`src/boc_consts.vh`:
```
`ifndef BOC_CONSTS_VH
`define BOC_CONSTS_VH

// Timing base
`define BOC_CLK_PERIOD_NS 10
`define BOC_TICK_US 10000
`define BOC_TICK_CYC (`BOC_TICK_US * 1000 / `BOC_CLK_PERIOD_NS)

// Default times in ms, converted to ticks
`define BOC_TRAV_MS 200
`define BOC_SWAIT_MS 200
`define BOC_CMAX_MS 200
`define BOC_OMAX_MS 200
`define BOC_TERM_MS 10000
`define BOC_FTRIP_MS 200
`define BOC_MS2TICK(ms) ((ms) * 1000 / `BOC_TICK_US)

// Register byte offsets
`define BOC_A_CTRL 8'h00
`define BOC_A_TRAV 8'h04
`define BOC_A_SWAIT 8'h08
`define BOC_A_CMAX 8'h0c
`define BOC_A_OMAX 8'h10
`define BOC_A_TERM 8'h14
`define BOC_A_FTRIP 8'h18
`define BOC_A_PANEL 8'h1c
`define BOC_A_STAT 8'h20
`define BOC_A_FOPEN 8'h24
`define BOC_A_FCLOSE 8'h28

// Control register fields
`define BOC_F_TYPE 0
`define BOC_F_SYNC 2
`define BOC_F_RDY 3
`define BOC_F_LVL 5
`define BOC_F_SRC 7
`define BOC_F_CLR 10
`define BOC_CTRL_RST 10'h3c1

// Panel register fields
`define BOC_F_POPEN 0
`define BOC_F_PCLOSE 1
`define BOC_F_PLVL 2

// Object types
`define BOC_T_WDCB 2'h0
`define BOC_T_CB 2'h1
`define BOC_T_DISC 2'h2
`define BOC_T_EARTH 2'h3

// Ready gating modes
`define BOC_RDY_OFF 2'h0
`define BOC_RDY_HIGH 2'h1
`define BOC_RDY_LOW 2'h2

// Breaker and cart status codes
`define BOC_ST_INTER 2'h0
`define BOC_CART_INTER 3'h0
`define BOC_CART_OUT 3'h1
`define BOC_CART_IN 3'h2
`define BOC_CART_BAD 3'h3
`define BOC_CART_NONE 3'h4

`define BOC_RESP_OKAY 2'h0
`define BOC_RESP_SLVERR 2'h2

`endif

```
`src/boc_object.v`:
```
// Contract
// - Separate 32-bit counters of failed open and failed close requests.
// - Clear action zeroes the counters; clear bit then returns to idle itself.
// - Object type selects cart, ready, sync gating and whether control exists.
// - Open input high means open; close input high means closed.
// - Cart-in high means inserted; cart-out high means withdrawn.
// - Ready input high means spring charged, object ready to close.
// - Synchrocheck input high means synchronism met, closing permitted.
// - Separate open and close command pulse outputs.
// - Traverse time bounds transition; then report Bad or Intermediate.
// - Close waits for synchrocheck ok; cancelled after sync wait timeout.
// - Close pulse ends at max length or on detected close.
// - Open pulse ends at max length or on detected open.
// - No state change within termination timeout raises error, ends control.
// - Final trip signal lasts set length; zero length means continuous.
// - With auto-reclose, final trip only if no reclosing expected.
// - Panel control allowed only at or above the configured access level.
// - Open and close accepted from local, remote and application sources.
// - Neither position active is Intermediate; both active is Bad.
// - With sync gating, close issued only while sync input is active.
// - With ready gating, close needs ready to match configured polarity.
`timescale 1ns/1ps
`include "boc_consts.vh"

module boc_object #(
   parameter TICK_CYC = `BOC_TICK_CYC,
   parameter TW = 16
) (
   input wire aclk,
   input wire aresetn,
   input wire [31:0] s_axi_awaddr,
   input wire s_axi_awvalid,
   output wire s_axi_awready,
   input wire [31:0] s_axi_wdata,
   input wire [3:0] s_axi_wstrb,
   input wire s_axi_wvalid,
   output wire s_axi_wready,
   output reg [1:0] s_axi_bresp,
   output reg s_axi_bvalid,
   input wire s_axi_bready,
   input wire [31:0] s_axi_araddr,
   input wire s_axi_arvalid,
   output wire s_axi_arready,
   output reg [31:0] s_axi_rdata,
   output reg [1:0] s_axi_rresp,
   output reg s_axi_rvalid,
   input wire s_axi_rready,
   input wire pos_open_in,
   input wire pos_close_in,
   input wire cart_inserted_input,
   input wire cart_withdrawn_input,
   input wire ready_in,
   input wire sync_ok_in,
   input wire local_open_in,
   input wire local_close_in,
   input wire remote_open_in,
   input wire remote_close_in,
   input wire app_open_in,
   input wire app_close_in,
   input wire trip_done_in,
   input wire ar_more_expected_in,
   output reg open_cmd_r,
   output reg close_cmd_r,
   output reg final_trip_r,
   output reg ctrl_err_r,
   output reg [1:0] brk_status_r,
   output reg [2:0] cart_status_r
);

   localparam [3:0] S_IDLE = 4'b0001;
   localparam [3:0] S_SWAIT = 4'b0010;
   localparam [3:0] S_PULSE = 4'b0100;
   localparam [3:0] S_WAIT = 4'b1000;
   localparam integer TRAV_D = `BOC_MS2TICK(`BOC_TRAV_MS);
   localparam integer SWAIT_D = `BOC_MS2TICK(`BOC_SWAIT_MS);
   localparam integer CMAX_D = `BOC_MS2TICK(`BOC_CMAX_MS);
   localparam integer OMAX_D = `BOC_MS2TICK(`BOC_OMAX_MS);
   localparam integer TERM_D = `BOC_MS2TICK(`BOC_TERM_MS);
   localparam integer FTRIP_D = `BOC_MS2TICK(`BOC_FTRIP_MS);
   localparam [31:0] TICK_LAST = TICK_CYC - 1;
   localparam [TW-1:0] ONE = 1;
   localparam PAD = 32 - TW;

   reg [9:0] ctrl_r;
   reg clr_r;
   reg [1:0] sess_lvl_r;
   reg [TW-1:0] trav_r, swait_r, cmax_r, omax_r, term_r, ftl_r;
   reg [31:0] fail_open_r, fail_close_r;
   reg [31:0] pre_r;
   reg [TW-1:0] trav_cnt_r, st_cnt_r, term_cnt_r, ft_cnt_r;
   reg [3:0] st_r, st_nxt;
   reg dir_r, dir_nxt;
   reg inc_fo, inc_fc, err_nxt;
   reg [6:0] in_q_r;
   reg [31:0] wr_cur, rd_val;
   reg wr_hit, rd_hit;

   wire tick = (pre_r == TICK_LAST);
   wire [1:0] obj_type = ctrl_r[`BOC_F_TYPE+1:`BOC_F_TYPE];
   wire [1:0] rdy_mode = ctrl_r[`BOC_F_RDY+1:`BOC_F_RDY];
   wire [1:0] lvl_req = ctrl_r[`BOC_F_LVL+1:`BOC_F_LVL];
   wire [2:0] src_en = ctrl_r[`BOC_F_SRC+2:`BOC_F_SRC];
   wire is_brk = (obj_type == `BOC_T_WDCB) || (obj_type == `BOC_T_CB);
   wire ctl_ok = (obj_type != `BOC_T_EARTH);
   wire sync_gate = is_brk & ctrl_r[`BOC_F_SYNC];
   wire ready_ok = !is_brk || (rdy_mode == `BOC_RDY_HIGH ? ready_in :
                   rdy_mode == `BOC_RDY_LOW ? ~ready_in : 1'b1);
   wire close_ok = ctl_ok & ready_ok;
   wire [6:0] in_vec = {trip_done_in, app_close_in, app_open_in,
                        remote_close_in, remote_open_in,
                        local_close_in, local_open_in};
   wire [6:0] rise = in_vec & ~in_q_r;

   wire wr_en = s_axi_awvalid & s_axi_wvalid & ~s_axi_bvalid;
   wire rd_en = s_axi_arvalid & ~s_axi_rvalid;
   assign s_axi_awready = wr_en;
   assign s_axi_wready = wr_en;
   assign s_axi_arready = rd_en;
   wire [7:0] wa = s_axi_awaddr[7:0];

   // Byte-lane merge of a write onto the current value
   function [31:0] bmerge(input [31:0] o, input [31:0] d, input [3:0] s);
      integer i;
      begin
         bmerge = o;
         for (i = 0; i < 4; i = i + 1)
            if (s[i]) bmerge[i*8 +: 8] = d[i*8 +: 8];
      end
   endfunction

   // Reads only its arguments, so @* follows every register behind it
   function [31:0] reg_rd(input [7:0] a, input [351:0] m);
      begin
         if (a > `BOC_A_FCLOSE) reg_rd = 32'h0;
         else reg_rd = m[{a[5:2], 5'h0} +: 32];
      end
   endfunction

   function hit(input [7:0] a);
      begin
         hit = (a <= `BOC_A_FCLOSE) && (a[1:0] == 2'h0);
      end
   endfunction

   wire [31:0] stat_w = {18'h0, ~(ctl_ok), close_ok, ctl_ok, sync_ok_in,
                         ready_ok, final_trip_r, close_cmd_r, open_cmd_r,
                         ~st_r[0], cart_status_r, brk_status_r};
   // Word n of the map answers at byte offset 4n
   wire [351:0] map_w = {fail_close_r, fail_open_r, stat_w,
                         28'h0, sess_lvl_r, 2'h0, {PAD{1'b0}}, ftl_r,
                         {PAD{1'b0}}, term_r, {PAD{1'b0}}, omax_r,
                         {PAD{1'b0}}, cmax_r, {PAD{1'b0}}, swait_r,
                         {PAD{1'b0}}, trav_r, 21'h0, clr_r, ctrl_r};

   always @* begin
      wr_cur = bmerge(reg_rd(wa, map_w), s_axi_wdata, s_axi_wstrb);
      rd_val = reg_rd(s_axi_araddr[7:0], map_w);
      wr_hit = hit(wa) && (s_axi_awaddr[31:8] == 24'h0);
      rd_hit = hit(s_axi_araddr[7:0]) && (s_axi_araddr[31:8] == 24'h0);
   end

   // Panel request: write strobes, honoured only at sufficient level
   wire pnl_wr = wr_en & wr_hit & (wa == `BOC_A_PANEL);
   wire [1:0] pnl_lvl = wr_cur[`BOC_F_PLVL+1:`BOC_F_PLVL];
   wire pnl_ok = pnl_wr & (pnl_lvl >= lvl_req);
   wire pnl_open = pnl_ok & wr_cur[`BOC_F_POPEN];
   wire pnl_close = pnl_ok & wr_cur[`BOC_F_PCLOSE];
   wire req_op = (src_en[0] & rise[0]) | (src_en[1] & rise[2]) |
                 (src_en[2] & rise[4]) | pnl_open;
   wire req_cl = (src_en[0] & rise[1]) | (src_en[1] & rise[3]) |
                 (src_en[2] & rise[5]) | pnl_close;
   wire at_open = pos_open_in & ~pos_close_in;
   wire at_closed = pos_close_in & ~pos_open_in;
   wire reached = dir_r ? at_closed : at_open;

   always @* begin
      st_nxt = st_r;
      dir_nxt = dir_r;
      inc_fo = 1'b0;
      inc_fc = 1'b0;
      err_nxt = 1'b0;
      case (st_r)
         S_IDLE: begin
            // Open has priority when both arrive together
            if (req_op) begin
               if (!ctl_ok) inc_fo = 1'b1;
               else begin
                  dir_nxt = 1'b0;
                  st_nxt = S_PULSE;
               end
            end else if (req_cl) begin
               if (!close_ok) inc_fc = 1'b1;
               else begin
                  dir_nxt = 1'b1;
                  st_nxt = (sync_gate & ~sync_ok_in) ? S_SWAIT : S_PULSE;
               end
            end
         end
         S_SWAIT: begin
            if (sync_ok_in) st_nxt = S_PULSE;
            else if (st_cnt_r >= swait_r) begin
               inc_fc = 1'b1;
               st_nxt = S_IDLE;
            end
         end
         S_PULSE, S_WAIT: begin
            if (reached) st_nxt = S_IDLE;
            else if (term_cnt_r >= term_r) begin
               err_nxt = 1'b1;
               inc_fo = ~dir_r;
               inc_fc = dir_r;
               st_nxt = S_IDLE;
            end else if (st_r == S_PULSE &&
                         st_cnt_r >= (dir_r ? cmax_r : omax_r))
               st_nxt = S_WAIT;
         end
         default: st_nxt = S_IDLE;
      endcase
   end

   wire close_start = (st_nxt == S_PULSE) & dir_nxt & (st_r != S_PULSE);
   wire ft_set = rise[6] & ~ar_more_expected_in;

   always @(posedge aclk) begin
      if (!aresetn) begin
         pre_r <= 32'h0;
         in_q_r <= 7'h0;
         st_r <= S_IDLE;
         dir_r <= 1'b0;
         open_cmd_r <= 1'b0;
         close_cmd_r <= 1'b0;
         ctrl_err_r <= 1'b0;
         st_cnt_r <= {TW{1'b0}};
         term_cnt_r <= {TW{1'b0}};
         trav_cnt_r <= {TW{1'b0}};
         brk_status_r <= `BOC_ST_INTER;
         cart_status_r <= `BOC_CART_NONE;
         final_trip_r <= 1'b0;
         ft_cnt_r <= {TW{1'b0}};
         fail_open_r <= 32'h0;
         fail_close_r <= 32'h0;
      end else begin
         pre_r <= tick ? 32'h0 : pre_r + 32'h1;
         in_q_r <= in_vec;
         st_r <= st_nxt;
         dir_r <= dir_nxt;
         open_cmd_r <= (st_nxt == S_PULSE) & ~dir_nxt;
         close_cmd_r <= (st_nxt == S_PULSE) & dir_nxt;
         ctrl_err_r <= err_nxt;
         if (st_nxt != st_r) st_cnt_r <= {TW{1'b0}};
         else if (tick && ~&st_cnt_r) st_cnt_r <= st_cnt_r + ONE;
         // Termination time runs from the first command edge
         if (!st_r[2] && !st_r[3]) term_cnt_r <= {TW{1'b0}};
         else if (tick && ~&term_cnt_r) term_cnt_r <= term_cnt_r + ONE;
         // Status raw code {close,open} matches status encoding
         if (pos_open_in ^ pos_close_in) begin
            trav_cnt_r <= {TW{1'b0}};
            brk_status_r <= {pos_close_in, pos_open_in};
         end else begin
            if (tick && ~&trav_cnt_r) trav_cnt_r <= trav_cnt_r + ONE;
            if (trav_cnt_r >= trav_r)
               brk_status_r <= {pos_close_in, pos_open_in};
         end
         if (obj_type != `BOC_T_WDCB) cart_status_r <= `BOC_CART_NONE;
         else if (cart_inserted_input & cart_withdrawn_input)
            cart_status_r <= `BOC_CART_BAD;
         else if (cart_inserted_input) cart_status_r <= `BOC_CART_IN;
         else if (cart_withdrawn_input) cart_status_r <= `BOC_CART_OUT;
         else cart_status_r <= `BOC_CART_INTER;
         if (ft_set) begin
            final_trip_r <= 1'b1;
            ft_cnt_r <= {TW{1'b0}};
         end else if (close_start) final_trip_r <= 1'b0;
         else if (final_trip_r && ftl_r != {TW{1'b0}} && ft_cnt_r >= ftl_r)
            final_trip_r <= 1'b0;
         else if (tick && ~&ft_cnt_r) ft_cnt_r <= ft_cnt_r + ONE;
         // A failure in the clearing cycle survives as a count of one
         if (clr_r) fail_open_r <= {31'h0, inc_fo};
         else if (inc_fo && ~&fail_open_r)
            fail_open_r <= fail_open_r + 32'h1;
         if (clr_r) fail_close_r <= {31'h0, inc_fc};
         else if (inc_fc && ~&fail_close_r)
            fail_close_r <= fail_close_r + 32'h1;
      end
   end

   // Register file and bus answers
   always @(posedge aclk) begin
      if (!aresetn) begin
         ctrl_r <= `BOC_CTRL_RST;
         clr_r <= 1'b0;
         sess_lvl_r <= 2'h0;
         trav_r <= TRAV_D[TW-1:0];
         swait_r <= SWAIT_D[TW-1:0];
         cmax_r <= CMAX_D[TW-1:0];
         omax_r <= OMAX_D[TW-1:0];
         term_r <= TERM_D[TW-1:0];
         ftl_r <= FTRIP_D[TW-1:0];
         s_axi_bvalid <= 1'b0;
         s_axi_bresp <= `BOC_RESP_OKAY;
         s_axi_rvalid <= 1'b0;
         s_axi_rresp <= `BOC_RESP_OKAY;
         s_axi_rdata <= 32'h0;
      end else begin
         clr_r <= 1'b0;
         if (wr_en) begin
            s_axi_bvalid <= 1'b1;
            s_axi_bresp <= wr_hit ? `BOC_RESP_OKAY : `BOC_RESP_SLVERR;
            if (wr_hit) begin
               case (wa)
                  `BOC_A_CTRL: begin
                     ctrl_r <= wr_cur[9:0];
                     clr_r <= wr_cur[`BOC_F_CLR];
                  end
                  `BOC_A_TRAV: trav_r <= wr_cur[TW-1:0];
                  `BOC_A_SWAIT: swait_r <= wr_cur[TW-1:0];
                  `BOC_A_CMAX: cmax_r <= wr_cur[TW-1:0];
                  `BOC_A_OMAX: omax_r <= wr_cur[TW-1:0];
                  `BOC_A_TERM: term_r <= wr_cur[TW-1:0];
                  `BOC_A_FTRIP: ftl_r <= wr_cur[TW-1:0];
                  `BOC_A_PANEL: sess_lvl_r <= pnl_lvl;
                  default: ;
               endcase
            end
         end else if (s_axi_bready) s_axi_bvalid <= 1'b0;
         if (rd_en) begin
            s_axi_rvalid <= 1'b1;
            s_axi_rdata <= rd_hit ? rd_val : 32'h0;
            s_axi_rresp <= rd_hit ? `BOC_RESP_OKAY : `BOC_RESP_SLVERR;
         end else if (s_axi_rready) s_axi_rvalid <= 1'b0;
      end
   end

endmodule // boc_object

```
`config.mk`:
```
export PLATFORM = sky130hd
export DESIGN_NAME = boc_object
export DESIGN_NICKNAME = d
export VERILOG_FILES = /design/src/boc_object.v
export VERILOG_INCLUDE_DIRS = /design/src
export SDC_FILE = /design/constraint.sdc
export NUM_CORES = 1
export LEC_CHECK = 0
export BUFFER_PORTS_ARGS = -buffer_cell sky130_fd_sc_hd__buf_2
export CORE_MARGIN = 1
export CORE_UTILIZATION = 50
export CTS_CLUSTER_DIAMETER = 200
export DETAILED_ROUTE_END_ITERATION = 8
export MAX_ROUTING_LAYER = met4
export PLACE_DENSITY = 0.78
export SLEW_MARGIN = 20
export SYNTH_ARGS = -nofsm -noshare
export SYNTH_HDL_FRONTEND = slang
export SYNTH_SLANG_ARGS = --single-unit
```
`constraint.sdc`:
```
create_clock -name aclk -period 8.4 [get_ports aclk]
set_input_delay 2.52 -clock aclk [delete_from_list [all_inputs] [get_ports aclk]]
set_output_delay 2.52 -clock aclk [all_outputs]
set_load 0.005 [all_outputs]
```
==> run summary, run 1 <==
Status: completed
Die area: 38750 um2
Post-DP HPWL: 45.29 mm
Post-layout minimum cycle time: 7.085 ns
Number of fillers in the final layout: 3347
Total power: 3.597 mW
Initial Util: 50.63%
Drt total wl: 62.20 mm
#FFs+latches synth: 326
Cts bufs inserted: 38
Final hold violations: 0
Clk sinks: 326
Critical Path Max Stage Delay: 0.79 ns
RSZ-0062 raised after global routing: false
Simple logic cell fraction of the synthesized area: 24.14%
Placed cell areas: 20010 um2
Async S/R FF share, synth: 0%
DR vias/cell: 6.243
Clock Tree Buf Depth: 3
Fin crit share: 84.35%
Worst slew margin: 24.90%
Mux share of post-synthesis cell area: 8.312%
Wl on met1: 25.29 mm
Antenna violations before repair: 0
GRT Overall Usage: 32.46%
Mapped cell area: 18980 um2
Main combinational cell family by area after synthesis: simple AND/OR/NAND/NOR gates
CTS tree: done
Port Buffer Count: 150
Synth unique cells: 78
Layout Nets: 2600
Worst-Skew Late Latency: 0.56 ns
Synthesized netlist cell count: 2314
Placed insts: 2859
Number of flops mapped to enable cells by yosys: 0
Top sig layer: met4
Crit path capture type: flop
Yosys warns: 0
Row cnt: 71
Crit path launch type: input port
First-pass GRT wire length: 95.22 mm
Commonest non-fill, non-tap cell in the layout: dfxtp_1
Clock slew at reported path FFs: 0.06 ns
Post-Synth XOR/XNOR Area: 3.230%
DR pass1 iterations: 8
Fin area: 21360 um2
Number of setup buffers added after CTS: 0
Area of the core: 37490 um2
Largest net degree at the start of global routing: 62
Reg area: 6526 um2
CTS Hold Buffers Added: 0
Comb power frac: 7.5%
Post-synthesis adder-cell area fraction: 5.998%
Fmax: 141.1 MHz
CP Cell Sequence: buf_2 -> nor2b_2 -> nand2_1 -> o21ai_0 -> a21oi_1 -> o21ai_1 -> ha_1 -> a21oi_1 -> or4b_1 -> o31a_2 -> nor3_4 -> o2111ai_1 -> or3_1 -> a21oi_1
Top_reg_cell synth: dfxtp_1
Compound-cell area share of the yosys netlist: 18.77%
Die H: 196.8 um
Area grow syn2layout: 12.53%
Routed met2 length: 27.86 mm
Final slew viol count: 0
Static leakage: 8.401 nW
Switching Fraction: 24.42%
Gr ovfl total: 0
Data required, critical path: 8.88 ns
Final std cells w/o fill: 2926
Fin Setup TNS: 0 ns
Sequential fraction of the synthesis area: 34.38%
Seq pwr share: 43.6%
I/O pin cnt: 171
Post-CTS Resized: 0
CTS root buffer: clkbuf_16
Crit path max fanout: 17
Crit Path Category: input port to flop
Hold Path Class: flop to flop
Multi-input logic area: 11540 um2
Routed via count: 18270
Final setup fails: 0
Critical Path Most Common Cell: a21oi_1
Post-route ant nets: 0
Pint: 2.719 mW
Gpl congestion: 1.006
Most frequent cells in the layout: dfxtp_1, nor2_1, nand2_1, o21ai_0, a21oi_1
Share of layout cells above drive strength 1: 12.42%
Proportion of power drawn by the clock network: 49.0%
H-tree levels: 2
Crit path DAT: 7.56 ns
Met3 wire len: 5.070 mm
WL per Instance: 21.26 um
Die width: 196.8 um
Clock Skew: 0.02387 ns
Initial DRC count: 1867
Worst vdd ir: 0.0001135 V
Avg Inst Size Synth: 8.203 um2
Tightest Pin Transition: 1.124 ns
Net Sw Power: 0.8783 mW
Vias in the first global route: 16930
Crit-path slowest cell: o21ai_1
MaxCap Viol Count: 0
N_diodes: 0
Pwr Density: 168.4 nW/um2
DRC Markers: 0
-- per-stage QoR --
step | util (%) | hold WS, ns | setup slack [ns]
2_1_floorplan | - | 0.4297 | 1.392
3_3_place_gp | 53.37 | 0.4432 | 0.9108
5_1_grt | 56.98 | 0.4783 | 1.264
6_report | 56.98 | 0.4635 | 1.315
4_1_cts | 56.93 | 0.4595 | 1.367
3_5_place_dp | 53.38 | 0.4525 | 0.8256
-- sequential cells by signal, indices dropped and copies added (netlist names), 2 cells and up --
register	cells
s_axi_rdata	32
trav_r	16
term_cnt_r	16
term_r	16
cmax_r	16
ftl_r	16
swait_r	16
fail_open_r	32
ctrl_r	10
pre_r	32
st_r	4
in_q_r	7
omax_r	16
cart_status_r	3
brk_status_r	2
st_cnt_r	16
fail_close_r	32
sess_lvl_r	2
ft_cnt_r	16
trav_cnt_r	16
-- cells by family after synthesis --
logic type | after synthesis
AOI/OAI and AO/OA | 563
xor gates and xnor gates | 70
and+or+nand+nor | 895
buffers and inverters | 242
muxes | 126
other | 1
DFF | 326
adders and majority gates | 91
-- path summary, 6_finish.rpt --
check | to | depth (start not counted) | startpoint | slack (ns)
worst max register to register | fail_open_r[31]$_SDFFE_PP0P_ | 12 | fail_close_r[3]$_SDFFE_PP0P_ | 3.52
worst max-delay path | fail_open_r[31]$_SDFFE_PP0P_ | 14 | s_axi_awaddr[2] | 1.31
worst min-delay path | s_axi_rdata[12]$_SDFFE_PN0P_ | 2 | s_axi_rdata[12]$_SDFFE_PN0P_ | 0.46
worst min register to register | s_axi_rdata[12]$_SDFFE_PN0P_ | 2 | s_axi_rdata[12]$_SDFFE_PN0P_ | 0.46
-- power by group through the flow --
stage,logic (mW),registers [mW],clock network (mW)
6_report,0.269,1.57,1.76
5_1_grt,0.282,1.57,1.83
4_1_cts,0.259,1.57,1.77
3_5_place_dp,0.258,1.60,0
3_3_place_gp,0.254,1.60,0
2_1_floorplan,0.163,1.59,0
-- critical path, delay by kind of cell --
kind,cells,cell delay (ns)
and+or+nand+nor,5,2.01
buffers and inverters,1,0.43
adders and majority gates,1,0.28
AOI/OAI and AO/OA,7,2.31
-- cell usage after synthesis, drive strengths merged (45+ instances only) --
| cell | number | area (um2) |
|---|---|---|
| nand3 | 76 | 380.4 |
| a21oi | 152 | 760.7 |
| mux2i | 98 | 980.9 |
| and3 | 45 | 281.5 |
| nand4 | 52 | 325.3 |
| clkbuf | 112 | 420.4 |
| dfxtp | 326 | 6526 |
| and2 | 50 | 312.8 |
| or3 | 62 | 387.9 |
| nor2 | 211 | 792.0 |
| inv | 98 | 367.9 |
| ha | 91 | 1139 |
| nor4 | 55 | 374.1 |
| o21ai | 161 | 809.5 |
| nand2 | 211 | 792.0 |
-- final cells by class --
cell class	instances	area share (%)
clock buffer	53	5.389
multi-input combinational	1747	54.04
inverter	98	1.722
sequential	326	30.55
clock inverter	14	0.8259
tap	511	2.993
timing repair buffer	177	4.475
-- per-layer routing --
| layer | GRT usage, % | vias to the layer above |
|---|---|---|
| met4 | 19.12 | 0 |
| met3 | 4.295 | 225 |
| met5 | - | - |
| met1 | 40.47 | 8625 |
| met2 | 50.33 | 849 |
| li1 | - | 8569 |
No activity file was read; power rests on OpenSTA's default activity.
==> inputs of run 2 (changes only) <==
- PLACE_DENSITY: 0.78 -> 0.81
- clock period: 8.4 -> 5.7 ns (I/O delays scaled with it)
==> run 2 against run 1 <==
  * Utilization rose by 0.64 points
  * Flip-flop and latch count did not move
  * Setup slack got worse by 0.88 ns
  * Cell count rose by 1.1%
  * Clock-buffer cell count fell by 1
  * Routed wire length rose by 0.50%
  * Critical path depth rose by 2
==> run summary, run 2 (synthesis results as in run 1) <==
Final slew viol count: 0 (unchanged)
Die H: 196.8 um (unchanged)
Worst-Skew Late Latency: 0.58 ns (was 0.56 ns)
Routed via count: 18530 (was 18270)
Worst Hold Slack: 0.4628 ns (was 0.4635 ns)
Crit path setup slack, layout: 0.4367 ns (was 1.315 ns)
Fin crit share: 92.34%
Clock Tree Buf Depth: 3 (unchanged)
Met3 wire len: 5.382 mm (was 5.070 mm)
Layout Nets: 2631 (was 2600)
Share of layout cells above drive strength 1: 13.41% (was 12.42%)
Final std cells w/o fill: 2957 (was 2926)
Clk sinks: 326 (unchanged)
GRT Overall Usage: 32.51% (was 32.46%)
Wl on met1: 24.82 mm (was 25.29 mm)
Initial Util: 50.63% (unchanged)
Most frequent cells in the layout: dfxtp_1, nand2_1, nor2_1, o21ai_0, a21oi_1 (was dfxtp_1, nor2_1, nand2_1, o21ai_0, a21oi_1)
Placed insts: 2890 (was 2859)
CTS root buffer: clkbuf_16 (unchanged)
Number of fillers in the final layout: 3352 (was 3347)
FF-to-FF path depth: 15 (was 12)
Vias in the first global route: 17040 (was 16930)
DRC Markers: 0 (unchanged)
Area of the core: 37490 um2 (unchanged)
Worst slew margin: 27.24% (was 24.90%)
Post-route ant nets: 0 (unchanged)
Gpl congestion: 1.027 (was 1.006)
Crit path launch type: input port (unchanged)
Routed met2 length: 28.38 mm (was 27.86 mm)
Tightest Pin Transition: 1.089 ns (was 1.124 ns)
Final hold violations: 0 (unchanged)
N_diodes: 0 (unchanged)
Static leakage: 8.549 nW (was 8.401 nW)
Fmax: 190.0 MHz
Fin Setup TNS: 0 ns (unchanged)
Clock slew at reported path FFs: 0.06 ns (about the same)
Crit path capture type: flop (unchanged)
Drt total wl: 62.51 mm (was 62.20 mm)
Worst Hold Depth: 2 (unchanged)
DR vias/cell: 6.266 (was 6.243)
Cts bufs inserted: 38 (unchanged)
Commonest non-fill, non-tap cell in the layout: dfxtp_1 (unchanged)
RSZ-0062 raised after global routing: false (unchanged)
Clock Skew: 0.03342 ns (was 0.02387 ns)
Row cnt: 71 (unchanged)
Initial DRC count: 2012 (was 1867)
DR pass1 iterations: 7 (was 8)
Largest net degree at the start of global routing: 60 (was 62)
First-pass GRT wire length: 95.39 mm (was 95.22 mm)
MaxCap Viol Count: 0 (unchanged)
Number of setup buffers added after CTS: 0 (unchanged)
Post-CTS Resized: 0 (unchanged)
Antenna violations before repair: 0 (unchanged)
Die width: 196.8 um (unchanged)
Status: completed (unchanged)
Crit Path Category: input port to flop (unchanged)
Hold Path Class: flop to flop (unchanged)
Min-Delay Startpoint: s_axi_rdata[12]$_SDFFE_PN0P_ (unchanged)
Post-layout minimum cycle time: 5.263 ns
WL per Instance: 21.14 um (was 21.26 um)
Area grow syn2layout: 13.80% (was 12.53%)
CP startpoint: s_axi_awaddr[2] (unchanged)
Worst vdd ir: 0.0001848 V (was 0.0001135 V)
Reg-to-reg critical path startpoint: ftl_r[3]$_SDFFE_PN0P_ (was fail_close_r[3]$_SDFFE_PP0P_)
Gr ovfl total: 0 (unchanged)
Die area: 38750 um2 (unchanged)
Pre-CTS setup slack: -0.09723 ns (was 0.8256 ns)
CTS Hold Buffers Added: 0 (unchanged)
Data required, critical path: 6.17 ns (was 8.88 ns)
I/O pin cnt: 171 (unchanged)
Crit path DAT: 5.73 ns (was 7.56 ns)
CTS tree: done (unchanged)
Pwr Density: 244.6 nW/um2 (was 168.4 nW/um2)
Final setup fails: 0 (unchanged)
H-tree levels: 2 (unchanged)
Crit path max fanout: 13 (was 17)
Post-DP HPWL: 45.98 mm (was 45.29 mm)
Port Buffer Count: 150 (unchanged)
Top sig layer: met4 (unchanged)
run 2: cell types whose count changed in the layout (fill, tap and decap cells not counted), moves of 2 or more:
cell and change:
buf_4 +28, buf_12 +3, clkbuf_16 -3, clkbuf_8 +3, clkinv_2 -3, nand2_1 +3, nand2_2 -3, inv_6 +2
run 2: worst paths after layout:
| kind | to | slack (ns) |
|---|---|---|
| hold reg to reg | s_axi_rdata[12]$_SDFFE_PN0P_ | 0.46 |
| setup / recovery | fail_open_r[25]$_SDFFE_PP0P_ | 0.44 |
| hold / removal | s_axi_rdata[12]$_SDFFE_PN0P_ | 0.46 |
| setup reg to reg | fail_open_r[25]$_SDFFE_PP0P_ | 1.57 |
run 2: routing by layer:
metal | GRT usage (%) | up-vias
li1 | - | 8629
met1 | 39.81 | 8782
met2 | 50.74 | 920
met3 | 4.911 | 197
met4 | 19.35 | 0
met5 | - | -
run 2: per-stage QoR:
step | utilization, % | cell area (um2) | power [mW]
after detailed placement | 54.09 | 20280 | 2.748
after CTS | 57.60 | 21590 | 5.292
final | 57.62 | 21600 | 5.284
after floorplan | - | 19010 | 2.591
after global placement | 54.09 | 20280 | 2.741
after global routing | 57.62 | 21600 | 5.414
run 2: cell type report:
| class | instances | area, um2 | area share (%) |
|---|---|---|---|
| clock buffer | 52 | 1114 | 5.155 |
| inverter | 98 | 367.9 | 1.703 |
| tap | 511 | 639.4 | 2.960 |
| timing repair buffer | 208 | 1226 | 5.677 |
| sequential | 326 | 6526 | 30.21 |
| multi-input combinational | 1747 | 11520 | 53.35 |
| clock inverter | 15 | 202.7 | 0.9384 |
run 2: worst max-delay path, stage by stage:
cell	delay, ns
buf_2	0.26
mux4_2	0.56
mux2i_1	0.22
nor2_1	0.06
a21oi_1	0.12
o21ai_1	0.12
ha_1	0.31
a21oi_1	0.06
or4b_1	0.62
o31a_2	0.48
nor3_4	0.20
buf_4	0.18
o2111ai_1	0.13
buf_4	0.22
o31a_1	0.26
o21a_1	0.20
run 2: report_power, final:
part           internal, mW  switching, mW
combinational         0.136          0.268
sequential             2.29         0.0185
clock                  1.55           1.02
